<file path="config.mk">
export PLATFORM = sky130hd
export DESIGN_NAME = otp_lock_and_access_modes
export DESIGN_NICKNAME = d
export VERILOG_FILES = /design/src/otp_lock_pkg.sv /design/src/otp_lock_and_access_modes.sv
export SDC_FILE = /design/constraint.sdc
export NUM_CORES = 1
export LEC_CHECK = 0
export BUFFER_PORTS_ARGS = -buffer_cell sky130_fd_sc_hd__buf_2
export CAP_MARGIN = 25
export CELL_PAD_IN_SITES_DETAIL_PLACEMENT = 0
export CELL_PAD_IN_SITES_GLOBAL_PLACEMENT = 1
export CORE_UTILIZATION = 42
export CTS_CLUSTER_DIAMETER = 200
export DETAILED_ROUTE_END_ITERATION = 6
export PLACE_DENSITY = 0.84
export SKIP_LAST_GASP = 1
export SLEW_MARGIN = 0
export SYNTH_ARGS = -nofsm -noshare
export SYNTH_HDL_FRONTEND = slang
export SYNTH_SLANG_ARGS = --single-unit
</file>
<file path="constraint.sdc">
create_clock -name clk_i -period 5.24 [get_ports clk_i]
set_input_delay 1.31 -clock clk_i [delete_from_list [all_inputs] [get_ports clk_i]]
set_output_delay 1.31 -clock clk_i [all_outputs]
set_load 0.02 [all_outputs]
</file>
<file path="src/otp_lock_pkg.sv">
package otp_lock_pkg;
    localparam int          ADDR_W          = 15;
    localparam int          DATA_W          = 8;
    localparam int          LOCK_W          = 2;
    localparam logic [1:0]  SEL_PROGRAM_STROBE_BYTE   = 2'h3;
    localparam logic [1:0]  SEL_LOCK_BITS   = 2'h2;
    localparam logic [1:0]  SEL_SIGNATURE   = 2'h1;
    localparam logic [1:0]  LOCK_LEVEL0     = 2'h3;
    localparam logic [1:0]  LOCK_LEVEL1     = 2'h2;
    localparam logic [1:0]  LOCK_LEVEL2     = 2'h1;
    localparam logic [1:0]  LOCK_LEVEL3     = 2'h0;
    localparam logic [1:0]  LOCK_ERASED     = 2'h3;
    localparam int          LOCK_BIT_HI     = 1;
    localparam int          LOCK_BIT_LO     = 0;
    // verification mode 2 timing, in oscillator periods
    localparam int          VER2_PERIOD_OSC = 6;
    localparam int          VER2_PULSE_OSC  = 1;
    localparam int          VER2_VALID_OSC  = 2;
    localparam int          VER2_STABLE_OSC = 4;
    localparam int          CNT_W           = 3;
    localparam logic [2:0]  CNT_LAST        = 3'(VER2_PERIOD_OSC - 1);
    localparam logic [2:0]  CNT_ZERO        = 3'h0;
    localparam logic [2:0]  CNT_DATA        = 3'(VER2_VALID_OSC - 1);
    localparam logic [7:0]  BYTE_ZERO       = 8'h00;
    localparam logic [7:0]  BYTE_ONES       = 8'hff;
    localparam logic [14:0] ADDR_ZERO       = 15'h0000;
    localparam logic [7:0]  SIG_BYTE0       = 8'h5a; // arbitrary value
    localparam logic [7:0]  SIG_BYTE1       = 8'ha5; // arbitrary value
    typedef enum logic [1:0] {ST_IDLE, ST_READ, ST_PROGRAM_STROBE} program_strobe_state_t;
endpackage : otp_lock_pkg

</file>
<file path="src/otp_lock_and_access_modes.sv">
// Contract
// sel 11: program code byte, address, data
// sel 10: program lock bits from d1,d0
// sel 01: read signature byte at address
// two lock bits, readable in lock mode
// level 0: no protection, no pin latch
// level 1+: block external table reads
// level 1+: latch access pin at reset
// level 1: code read only via mode 2
// level 1+: ignore code byte programming
// level 2: also block verify reads
// level 3: refuse pin-low external start
// level 3: internal jump outward still allowed
// mode 2: latch every 6, data timing
// lock level evaluated at reset, held
`timescale 1ns/1ps
`default_nettype none
module otp_lock_and_access_modes
    import otp_lock_pkg::*;
#(
    parameter int ADDR_WIDTH = ADDR_W
) (
    input  wire logic                  clk_i,
    input  wire logic                  rst_i,
    input  wire logic                  program_strobe_mode_en_i,
    input  wire logic [1:0]            program_strobe_mode_select_i,
    input  wire logic                  program_strobe_n_i,
    input  wire logic                  program_strobe_read_strobe_n_i,
    input  wire logic [ADDR_WIDTH-1:0] program_strobe_addr_i,
    input  wire logic [7:0]            program_strobe_data_i,
    input  wire logic                  verify2_en_i,
    input  wire logic                  external_access_pin_n_i,
    input  wire logic [1:0]            nv_lock_bits_i,
    input  wire logic [7:0]            code_rd_data_i,
    input  wire logic                  code_table_read_instr_i,
    input  wire logic                  exec_from_external_i,
    input  wire logic                  internal_jump_out_i,
    output logic [7:0]                 program_strobe_data_o,
    output logic                       program_strobe_data_oe_o,
    output logic                       program_strobe_address_latch_o,
    output logic [ADDR_WIDTH-1:0]      code_addr_o,
    output logic [7:0]                 code_wr_data_o,
    output logic                       code_wr_o,
    output logic [1:0]                 lock_wr_data_o,
    output logic                       lock_wr_o,
    output logic [1:0]                 lock_level_o,
    output logic                       ext_access_latched_n_o,
    output logic                       table_read_block_o,
    output logic                       external_exec_en_o
);
    // the mode, strobe, address, data and access pins pass two flops before use
    logic [1:0]            sel_s1_r, sel_s2_r;
    logic                  prg_s1_r, prg_s2_r, prg_s3_r;
    logic                  rd_s1_r, rd_s2_r;
    logic                  en_s1_r, en_s2_r;
    logic                  v2_s1_r, v2_s2_r;
    logic                  acc_s1_r, acc_s2_r;
    logic [ADDR_WIDTH-1:0] addr_s1_r, addr_s2_r;
    logic [7:0]            din_s1_r, din_s2_r;

    always_ff @(posedge clk_i or posedge rst_i) begin
        if (rst_i) begin
            sel_s1_r  <= 2'h0;
            sel_s2_r  <= 2'h0;
            prg_s1_r  <= 1'b1;
            prg_s2_r  <= 1'b1;
            prg_s3_r  <= 1'b1;
            rd_s1_r   <= 1'b1;
            rd_s2_r   <= 1'b1;
            en_s1_r   <= 1'b0;
            en_s2_r   <= 1'b0;
            v2_s1_r   <= 1'b0;
            v2_s2_r   <= 1'b0;
            addr_s1_r <= '0;
            addr_s2_r <= '0;
            din_s1_r  <= BYTE_ZERO;
            din_s2_r  <= BYTE_ZERO;
        end else begin
            sel_s1_r  <= program_strobe_mode_select_i;
            sel_s2_r  <= sel_s1_r;
            prg_s1_r  <= program_strobe_n_i;
            prg_s2_r  <= prg_s1_r;
            prg_s3_r  <= prg_s2_r;
            rd_s1_r   <= program_strobe_read_strobe_n_i;
            rd_s2_r   <= rd_s1_r;
            en_s1_r   <= program_strobe_mode_en_i;
            en_s2_r   <= en_s1_r;
            v2_s1_r   <= verify2_en_i;
            v2_s2_r   <= v2_s1_r;
            addr_s1_r <= program_strobe_addr_i;
            addr_s2_r <= addr_s1_r;
            din_s1_r  <= program_strobe_data_i;
            din_s2_r  <= din_s1_r;
        end
    end

    // no reset here: the latch below must see the real pin on release
    always_ff @(posedge clk_i) begin
        acc_s1_r <= external_access_pin_n_i;
        acc_s2_r <= acc_s1_r;
    end

    // lock level captured once after reset release; access pin latched then at level 1+, tracked at level 0
    logic [1:0] level_r, level_nxt;
    logic       acc_r, acc_nxt;
    logic       caught_r, caught_nxt;

    always_comb begin
        level_nxt  = level_r;
        acc_nxt    = acc_r;
        caught_nxt = 1'b1;
        if (!caught_r) begin
            // level from store
            level_nxt = nv_lock_bits_i;
            // latch access pin
            if (nv_lock_bits_i != LOCK_LEVEL0) begin
                acc_nxt = acc_s2_r;
            end
        end
        // level 0 follows pin
        if (caught_r && level_r == LOCK_LEVEL0) begin
            acc_nxt = acc_s2_r;
        end
    end

    always_ff @(posedge clk_i or posedge rst_i) begin
        if (rst_i) begin
            level_r  <= LOCK_ERASED;
            acc_r    <= 1'b1;
            caught_r <= 1'b0;
        end else begin
            level_r  <= level_nxt;
            acc_r    <= acc_nxt;
            caught_r <= caught_nxt;
        end
    end

    // protection decode
    logic prot_any, prot_ver, prot_l3;
    assign prot_any = (level_r != LOCK_LEVEL0);
    assign prot_ver = (level_r == LOCK_LEVEL2) || (level_r == LOCK_LEVEL3);
    assign prot_l3  = (level_r == LOCK_LEVEL3);

    // programming and read paths
    logic                  program_strobe_fall;
    logic [7:0]            dout_r, dout_nxt;
    logic                  oe_r, oe_nxt;
    logic [ADDR_WIDTH-1:0] caddr_r, caddr_nxt;
    logic [7:0]            cwd_r, cwd_nxt;
    logic                  cwr_r, cwr_nxt;
    logic [1:0]            lwd_r, lwd_nxt;
    logic                  lwr_r, lwr_nxt;
    logic [CNT_W-1:0]      cnt_r, cnt_nxt;
    logic                  ale_r, ale_nxt;
    logic                  tbl_r, tbl_nxt;
    logic                  xex_r, xex_nxt;

    assign program_strobe_fall = prg_s3_r && !prg_s2_r;

    always_comb begin
        dout_nxt  = dout_r;
        oe_nxt    = 1'b0;
        caddr_nxt = caddr_r;
        cwd_nxt   = cwd_r;
        cwr_nxt   = 1'b0;
        lwd_nxt   = lwd_r;
        lwr_nxt   = 1'b0;
        cnt_nxt   = CNT_ZERO;
        ale_nxt   = 1'b0;
        if (en_s2_r && !v2_s2_r) begin
            caddr_nxt = addr_s2_r;
            if (program_strobe_fall) begin
                case (sel_s2_r)
                    SEL_PROGRAM_STROBE_BYTE: begin
                        // code byte program
                        cwd_nxt = din_s2_r;
                        // no reprogramming
                        cwr_nxt = !prot_any;
                    end
                    SEL_LOCK_BITS: begin
                        // lock bits from d1,d0
                        lwd_nxt = din_s2_r[1:0];
                        lwr_nxt = 1'b1;
                    end
                    default: ;
                endcase
            end
            if (!rd_s2_r) begin
                oe_nxt = 1'b1;
                case (sel_s2_r)
                    SEL_PROGRAM_STROBE_BYTE: begin
                        // verify read blocked
                        dout_nxt = prot_any ? BYTE_ONES : code_rd_data_i;
                    end
                    SEL_LOCK_BITS: begin
                        // lock state read
                        dout_nxt = {6'h00, level_r};
                    end
                    SEL_SIGNATURE: begin
                        // signature byte
                        dout_nxt = addr_s2_r[0] ? SIG_BYTE1 : SIG_BYTE0;
                    end
                    default: dout_nxt = BYTE_ZERO;
                endcase
            end
        end else if (en_s2_r && v2_s2_r) begin
            // six-period address latch cycle
            cnt_nxt = (cnt_r == CNT_LAST) ? CNT_ZERO : cnt_r + 3'h1;
            ale_nxt = (cnt_r == CNT_LAST);
            oe_nxt  = 1'b1;
            if (cnt_r == CNT_ZERO) begin
                caddr_nxt = caddr_r + 1'b1;
            end
            // data valid, stable four
            if (cnt_r == CNT_DATA) begin
                // mode 2 allowed below level 2
                dout_nxt = prot_ver ? BYTE_ONES : code_rd_data_i;
            end
        end
        // block external table reads
        tbl_nxt = prot_any && code_table_read_instr_i && exec_from_external_i;
        // pin-low start refused
        xex_nxt = prot_l3 ? internal_jump_out_i : (!acc_r || internal_jump_out_i);
    end

    always_ff @(posedge clk_i or posedge rst_i) begin
        if (rst_i) begin
            dout_r  <= BYTE_ZERO;
            oe_r    <= 1'b0;
            caddr_r <= ADDR_ZERO[ADDR_WIDTH-1:0];
            cwd_r   <= BYTE_ZERO;
            cwr_r   <= 1'b0;
            lwd_r   <= LOCK_ERASED;
            lwr_r   <= 1'b0;
            cnt_r   <= CNT_ZERO;
            ale_r   <= 1'b0;
            tbl_r   <= 1'b0;
            xex_r   <= 1'b0;
        end else begin
            dout_r  <= dout_nxt;
            oe_r    <= oe_nxt;
            caddr_r <= caddr_nxt;
            cwd_r   <= cwd_nxt;
            cwr_r   <= cwr_nxt;
            lwd_r   <= lwd_nxt;
            lwr_r   <= lwr_nxt;
            cnt_r   <= cnt_nxt;
            ale_r   <= ale_nxt;
            tbl_r   <= tbl_nxt;
            xex_r   <= xex_nxt;
        end
    end

    assign program_strobe_data_o          = dout_r;
    assign program_strobe_data_oe_o       = oe_r;
    assign program_strobe_address_latch_o = ale_r;
    assign code_addr_o          = caddr_r;
    assign code_wr_data_o       = cwd_r;
    assign code_wr_o            = cwr_r;
    assign lock_wr_data_o       = lwd_r;
    assign lock_wr_o            = lwr_r;
    assign lock_level_o         = level_r;
    assign ext_access_latched_n_o = acc_r;
    assign table_read_block_o   = tbl_r;
    assign external_exec_en_o   = xex_r;
endmodule : otp_lock_and_access_modes
`default_nettype wire

</file>
# Word level (Yosys, flattened, before mapping)

Index checks and enable logic that the tools add are counted.

Register bits after elaboration: 107
Word-level logic and storage cells: 96
Input bits: 45
Output and inout bits: 42

$add $sub $neg: 2
Equality and inequality tests: 11
Mux-type cells: 29
Reduce and logical (&&, ||, !) cells: 23

Operator list:

| kind                                                             | number |
|---|---|
| 8-bit 2-to-1 mux                                                 | 7 |
| 15-bit 2-to-1 mux                                                | 3 |
| 8-bit one-hot mux with 3 select lines                            | 1 |
| 15-bit by 1-bit adder with 15-bit output (second input constant) | 1 |
| 1-bit 2-to-1 mux                                                 | 15 |
| 3-bit 2-to-1 mux                                                 | 3 |
| 3-bit AND reduction                                              | 3 |
| 2-bit nonzero test                                               | 4 |
| 2-bit == test (second input constant)                            | 3 |
| 1-bit logical AND                                                | 6 |
| 2-bit != test (second input constant)                            | 3 |
| 2-bit by 1-bit == test with 1-bit output (second input constant) | 2 |
| 1-bit zero test                                                  | 4 |
| 2-bit AND reduction                                              | 2 |
| 3-bit by 1-bit adder with 3-bit output (second input constant)   | 1 |
| 3-bit by 1-bit == test with 1-bit output (second input constant) | 1 |
| 3-bit == test (second input constant)                            | 1 |
| 3-bit zero test                                                  | 1 |
| 2-bit zero test                                                  | 1 |
| 1-bit logical OR                                                 | 2 |
| 2-bit by 1-bit != test with 1-bit output (second input constant) | 1 |

# Logic depth before layout (Yosys ltp)

Gate-level depths: netlist of run 1.

Depth after elaboration: 6
Mapped depth: 6

# Worst setup path after synthesis of run 1

No wires, ideal clock.

Path type: input-to-reg
From: input nv_lock_bits_i[0]
To: register acc_r (netlist: ext_access_latched_n_o)
Required time: 5.158 ns
Setup slack: 3.327 ns
Cell stages on the path: 3
Arrival time: 1.831 ns
Cell sequence: a21oi_1 -> a31oi_1 -> mux2_2

Longest elaborated chain between the ends: 3

RTL lines:

| element                       | RTL line                         | RTL |
|---|---|---|
| from (decl)                   | otp_lock_and_access_modes.sv:33  | `input wire logic [1:0] nv_lock_bits_i,` |
| 2-bit != test                 | otp_lock_and_access_modes.sv:116 | `if (nv_lock_bits_i != LOCK_LEVEL0) begin` |
| 2-bit nonzero test (no line)  | -                                |  |
| 2-bit AND reduction (no line) | -                                |  |
| to (signal assigned)          | otp_lock_and_access_modes.sv:133 | `acc_r <= acc_nxt;` |
| to (decl)                     | otp_lock_and_access_modes.sv:105 | `logic acc_r, acc_nxt;` |

Every way passes these cells.
A chain may end at the register's enable or synchronous reset.

# Worst setup path after layout of run 1

From: register en_s2_r
To: register cwd_r[3] (netlist: code_wr_data_o[3])

Longest elaborated chain between the ends: 2

RTL lines:

| element                       | RTL line                         | RTL |
|---|---|---|
| from (decl)                   | otp_lock_and_access_modes.sv:55  | `logic en_s1_r, en_s2_r;` |
| from (signal assigned)        | otp_lock_and_access_modes.sv:87  | `en_s2_r <= en_s1_r;` |
| 1-bit logical AND             | otp_lock_and_access_modes.sv:170 | `if (en_s2_r && !v2_s2_r) begin` |
| 3-bit AND reduction (no line) | -                                |  |
| to (signal assigned)          | otp_lock_and_access_modes.sv:243 | `cwd_r <= cwd_nxt;` |
| to (decl)                     | otp_lock_and_access_modes.sv:149 | `logic [7:0] cwd_r, cwd_nxt;` |

Every way passes these cells.

==> run summary, run 1 <==
The run finished with clean final reports. For the worst-skew pair, the clock arrives at the later sink with an insertion delay of 0.36 ns. The count of nets left with antenna violations once routing finished came out at 0. STA classifies the critical path startpoint as a flop. The global router's overall resource usage is 0.160, and the static leakage is 2.13 nW. The async set-or-reset flop fraction in the synthesized netlist is 0.981, and the total setup buffers inserted after CTS is 0. The number of I/O port buffers was 86. Hold is met by 0.341 ns. The tools report the worst-case vdd ir drop as 0.180 mV. Entering global routing, the biggest net connects 73 pins. The core region is 8720 sq um. The count of endpoints failing hold in the final timing report was 0.

For the post-detailed-route DRC marker count, the log shows 0. The tools report the initial DRC count as 135. In the final design database the tool counted 422 nets. The placed instances occupy a cell area of 4300 sq um. For the via count of the first global-routing pass, the log shows 2515. Setup repair after global routing left no endpoint under its margin.

The run gives 0 as the Yosys warning count. Dividing total power by cell area gives a power density of 380 nW/um^2. The proportion of layout cells with a drive suffix above 1 is 0.349. Relative max-transition margin: 0.365.

The setup path with the least slack is of type reg2reg. The worst path in the final design needs a cycle of 3.10 ns, including I/O delays and setup. Fmax: 322 MHz. TritonCTS built the clock tree. The number of sinks driven by the clock tree came out at 107. Counting every instance in the synthesized netlist gives 289. For the number of optimization iterations in the first detailed-route pass, the log shows 4. The top cell types in the final layout, fill and taps aside, are dfrtp_1 (95), buf_2 (86), nand2_1 (26). For the weighted congestion at the end of routability-driven global placement, the log shows 0.830. Number of antenna cells inserted: 0. The library cell used most frequently in the layout, excluding fill and tap cells, is dfrtp_1. In this run, synthesis produced a sequential element count of 107. On the final layout, the worst clock skew is 0.0122 ns. STA puts the critical path data required time at 5.48 ns.

Clock-pin slew was measured on the worst setup and hold paths at 0.10 ns. In this run the count of I/O pins placed on the die edge is 87. The number of gates resized after CTS was 0.

Sequential element share of the synthesized area: 0.710. The remaining global-route overflow was 0. The netlist area before placement is 3770 sq um, and the TritonCTS buffer count is 9.

The number of hold buffers added after CTS came out at 0. Synthesis produced a netlist with a net count of 335. Compared with the post-synthesis result, the final layout area differs by 18.8%.

The starting density of the core was 0.433. The logs give 0.210 for the global-route track usage on met1 and 6960 um for the detailed-route wire length. The worst register-to-register path has a setup slack of 2.14 ns.

The global-route wire length before repair was 12000 um. The met2 global-route usage is 0.256. The run gives 3.34 ns as the worst path arrival time.

The chip width is 96.8 um, and the deepest level of the CTS H-tree is 3. The y dimension of the die is 96.8 um, and the total via count in the routed design is 2449. The netlist uses 39 different library cells.

Max-cap violations in this run came to 0. The flip-flop cell with the highest count after synthesis was dfrtp_1. Cell area after layout: 4480 sq um. The layout has 768 filler cells. In this run the most used layer during global routing was met2. The synthesized area per cell was 13.1 sq um. After detailed routing, the number of vias per cell comes to 5.01.

The final count of negative-setup-slack endpoints was 0; the count of final max-slew check failures was 0. The detail-routed net length per standard cell is 14.2 um, and the full die area is 9360 sq um. The final critical-path share of the clock period was 0.592; the clock tree buffer depth was 2. Type of element capturing the critical path: a flop. Biggest fanout along the worst timing path: 32. Yosys mapped a number of flops with a built-in enable equal to 0.

The cell row count came out at 34. The path class of the tightest hold or removal check is reg2reg. The number of antenna violations at the first check in global routing was 0; the measured slew at the worst slew-check pin was 0.953 ns. The tools report the cell chosen for the clock root as clkbuf_8. Global routing met3 resource utilization: 0.0311. The tools report the placed wire-length estimate as 4780 um. Final-layout setup total negative slack: 0 ns.
==> synth_stat cells (2+ instances only) <==
| master | n | area [sq um] |
|---|---|---|
| nand2b_1 | 3 | 18.8 |
| o21ai_0 | 8 | 40.0 |
| buf_1 | 2 | 7.51 |
| nand2_1 | 26 | 97.6 |
| clkbuf_1 | 6 | 22.5 |
| a21o_1 | 2 | 15.0 |
| mux2i_1 | 6 | 60.1 |
| a31oi_1 | 5 | 31.3 |
| buf_2 | 3 | 15.0 |
| mux2_2 | 13 | 146 |
| dfrtp_1 | 95 | 2380 |
| nor2_1 | 18 | 67.6 |
| a21oi_1 | 22 | 110 |
| o21ai_1 | 7 | 35.0 |
| dfxtp_1 | 2 | 40.0 |
| nor3b_1 | 2 | 15.0 |
| nand4_1 | 2 | 12.5 |
| and3_1 | 7 | 43.8 |
| dfstp_2 | 10 | 263 |
| inv_1 | 6 | 22.5 |
| a31o_1 | 2 | 17.5 |
| nand3_1 | 4 | 20.0 |
| o22ai_1 | 16 | 100 |
| and4_1 | 2 | 17.5 |
| nand3b_1 | 2 | 15.0 |
| nor3_1 | 5 | 25.0 |
==> power by group <==
part	internal [mW]	leakage [nW]	switching, mW
registers	0.908	1.25	0.0679
clock network	0.180	0.0892	0.277
logic	0.107	0.786	0.164
==> worst max-delay path, stage by stage (launching register included) <==
cell and delay [ns]:
dfrtp_1 0.98, nand2_1 0.72, nor3b_1 0.46, and3_1 0.45, mux2_2 0.39
==> final timing paths <==
kind / startpoint / endpoint / cells after the start
max: en_s2_r / code_wr_data_o[3] / 4
min in group asynchronous: rst_i / addr_s1_r[4] / 2
min: acc_s1_r / acc_s2_r / 0
max reg2reg: en_s2_r / code_wr_data_o[3] / 4
max in group asynchronous: rst_i / rd_s1_r / 3
min reg2reg: acc_s1_r / acc_s2_r / 0
==> flip-flops by register name, summed over array words and instances, names as in the netlist, 3 cells and up <==
register               count
program_strobe_data_o      8
din_s2_r                   8
code_addr_o               15
addr_s2_r                 15
addr_s1_r                 15
cnt_r                      3
code_wr_data_o             8
din_s1_r                   8
==> cell families after synthesis <==
logic type,after synthesis,share of synthesized area
AOI/OAI and AO/OA,66,0.103
adders and majority gates,1,0.00332
buffers and inverters,17,0.0179
DFF,107,0.710
muxes,19,0.0547
other,1,0.000994
and+or+nand+nor,78,0.109
==> cell type report <==
class	instances	area, sq um	share of cell area
Sequential cell	107	2680	0.598
Inverter	6	25.0	0.00559
Clock buffer	10	128	0.0285
Timing Repair Buffer	87	438	0.0977
Multi-Input combinational cell	165	1020	0.229
Tap cell	108	135	0.0302
Clock inverter	6	50.0	0.0112
==> routing by layer <==
metal / share of wire / vias up / wire [um]
met5: 0 / - / 0
met4: 0.020 / 0 / 140
met3: 0.048 / 10 / 333
met2: 0.48 / 75 / 3350
met1: 0.45 / 1183 / 3130
li1: - / 1181 / -
==> per-stage QoR <==
step | setup slack [ns] | power, mW | util | std cells
6_report | 2.14 | 1.70 | 0.514 | 489
3_3_place_gp | 2.34 | 1.26 | 0.493 | 473
5_1_grt | 1.90 | 1.80 | 0.514 | 489
4_1_cts | 2.12 | 1.73 | 0.514 | 489
3_5_place_dp | 2.19 | 1.27 | 0.493 | 473
2_1_floorplan | 1.19 | 1.16 | - | 289
Power figures use the tool's default switching activity.
==> run 2, diff against run 1 <==
CORE_UTILIZATION = 38   (was 42)
PLACE_DENSITY = 0.8   (was 0.84)
clock period = 2.5 ns   (was 5.24 ns; I/O delays follow)
==> run 2 against run 1 <==
  * Wire length rose by 1.2%
  * Sequential power rose by 110%
  * Sequential cell count did not move
==> run summary, run 2 (same netlist as run 1, synthesis figures left out) <==
Cell with the biggest individual delay on the critical path: dfstp_2 (was dfrtp_1). The area added between synthesis and finish is 20.5% (was 18.8%). Number of I/O port buffers: 86 (unchanged).

The category of the most critical setup path was reg2out (was reg2reg). The logs give 497 (was 473) for the number of instances in the placed design and 7050 um (was 6960 um) for the detailed-route wire length. The static leakage is 2.14 nW (was 2.13 nW). Worst min-delay path category: reg2reg (unchanged).

The tools report the number of filler cells placed in the layout as 850 (was 768). The tools report the internal reg-to-reg setup slack as 0.74 ns (was 2.14 ns). The max-capacitance violation count came out at 0 (unchanged). Chip width: 102 um (was 96.8 um). The logs give 4 (unchanged) for the number of optimization iterations in the first detailed-route pass and 0 (unchanged) for the total setup buffers inserted after CTS.

The run gives 0.401 (was 0.433) as the starting density of the core. The tools report the cell chosen for the clock root as clkbuf_8 (unchanged). The final worst clock skew is 0.0129 ns (was 0.0122 ns). The biggest fanout along the worst timing path is 10 (was 32). The tools report the number of cells in the finished layout apart from fillers as 514 (was 489).

The latest clock arrival within the worst-skew pair was 0.36 ns (about the same). The run gives 0 (unchanged) as the remaining antenna violation count after routing. The final critical-path share of the clock period is 0.726, and the final critical delay including setup and external delays is 1.82 ns.

The global router's overall resource usage is 0.146 (was 0.160). The relative max-transition margin was 0.654 (was 0.365). The count of endpoints failing hold in the final timing report is 0 (unchanged). The final-layout setup total negative slack is 0 ns (unchanged), and the register area is 2680 sq um (unchanged). The y dimension of the die is 102 um (was 96.8 um), and the core area is 9420 sq um (was 8720 sq um).

The full die area is 10300 sq um (was 9360 sq um). The tools report the type of element capturing the critical path as an output pin (was a flop). The clock tree buffer depth is 2 (unchanged).

The total via count in the routed design is 2446 (was 2449). The run gives 4370 sq um (was 4300 sq um) as the instance area after placement. The proportion of layout cells with a drive suffix above 1 was 0.352 (was 0.349). The initial DRC count was 91 (was 135); the cell area power density was 786 nW/um^2 (was 380 nW/um^2). Top library cells by usage in the layout, fill and taps aside: dfrtp_1 (95), buf_2 (86), nand2_1 (26) (unchanged). The run gives 2354 (was 2515) as the via count of the first global-routing pass. The run gives 3 (unchanged) as the deepest level of the CTS H-tree. Commonest non-fill, non-tap cell in the layout: dfrtp_1 (unchanged). Setup repair after global routing left no endpoint under its margin. The detail-routed net length per standard cell works out to 13.7 um (was 14.2 um). Cell class contributing the biggest share of worst-path delay: flip-flops (was simple AND/OR/NAND/NOR gates).

For the number of resized instances in the post-cts repair step, the log shows 0 (unchanged). The final count of negative-setup-slack endpoints was 0 (unchanged). The count of buffer and inverter cells on the critical path came out at 1 (was 0). The weighted congestion at the end of routability-driven global placement is 0.740 (was 0.830), and the ratio of routed vias to standard cells is 4.76 (was 5.01). The number of antenna violations at the first check in global routing came out at 1 (was 0). For the count of final max-slew check failures, the log shows 0 (unchanged). The post-detailed-route DRC marker count was 0 (unchanged); the worst path arrival time was 1.19 ns (was 3.34 ns). The worst-case vdd ir drop was 0.409 mV (was 0.180 mV); the tightest hold margin was 0.342 ns (was 0.341 ns).

The tools report the critical path launch point type as a flop (unchanged). The measured slew at the worst slew-check pin is 0.519 ns (was 0.953 ns), and the fmax is 551 MHz. The number of hold buffers added after CTS is 0 (unchanged).

The cell area after layout came out at 4550 sq um (was 4480 sq um). The run gives 9 (unchanged) as the TritonCTS buffer count. The cell row count was 35 (was 34); the pin count of the biggest net entering global routing was 106 (was 73). The global-route wire length before repair was 11400 um (was 12000 um); the clock transition at the registers of the reported paths was 0.10 ns (about the same). TritonCTS built the clock tree. For the remaining global-route overflow, the log shows 0 (unchanged).

Cell-by-cell listing of the critical path: buf_2 (was nand2_1 -> nor3b_1 -> and3_1 -> mux2_2). The footprint of the multi-input gates came out at 1020 sq um (unchanged). The number of sinks driven by the clock tree is 107 (unchanged). The run finished with clean final reports. Number of nets in the layout: 425 (was 422).

The logs give 4770 um (was 4780 um) for the placed wire-length estimate and 87 (unchanged) for the I/O pin count. The delay of the slowest cell on the worst path was 0.64 ns (was 0.98 ns); the required time reported for the critical path endpoint was 1.88 ns (was 5.48 ns).
## run 2: changes by cell type in the layout (fill, tap and decap cells not counted), sizes merged
cell	before	now
clkinv	2	3
inv	9	7
buf	87	90
diode	0	1
clkbuf	10	11
## run 2: worst paths after layout
| check | startpoint | endpoint | cells after the start |
|---|---|---|---|
| worst max-delay path | lock_level_o[1] | lock_level_o[1] | 1 |
| worst min-delay path | acc_s1_r | acc_s2_r | 0 |
| worst max register to register | cnt_r[1] | program_strobe_data_o[5] | 5 |
| worst min register to register | acc_s1_r | acc_s2_r | 0 |
| max in group asynchronous | rst_i | rd_s2_r | 3 |
| min in group asynchronous | rst_i | din_s1_r[2] | 3 |
## run 2: cell type report
cell class / count / share of cell area
multi-input cells: 165 / 0.225
inverters: 6 / 0.00578
flip-flops and latches: 107 / 0.590
clock inverters: 5 / 0.0102
diodes: 1 / 0.000551
clock buffers: 11 / 0.0289
well taps: 129 / 0.0355
repair buffers: 90 / 0.104
## run 2: through the flow
step	total power, mW	worst slack (ns)	utilization
after floorplan	2.43	0.624	-
after global placement	2.64	0.797	0.464
after detailed placement	2.66	0.736	0.464
after CTS	3.62	0.657	0.483
after global routing	3.77	0.555	0.483
final	3.57	0.684	0.483
## run 2: layer usage
metal	track usage	vias up	wire (um)
met1	0.193	1193	3150
met2	0.229	51	3420
li1	-	1193	-
met3	0.0421	9	364
met5	0	-	0
met4	0.0569	0	103
## run 2: where the power goes
part	leakage (nW)	internal, mW	switching, mW
Clock	0.0900	0.380	0.574
Sequential	1.25	1.90	0.130
Combinational	0.800	0.229	0.357
Total	2.14	2.51	1.06
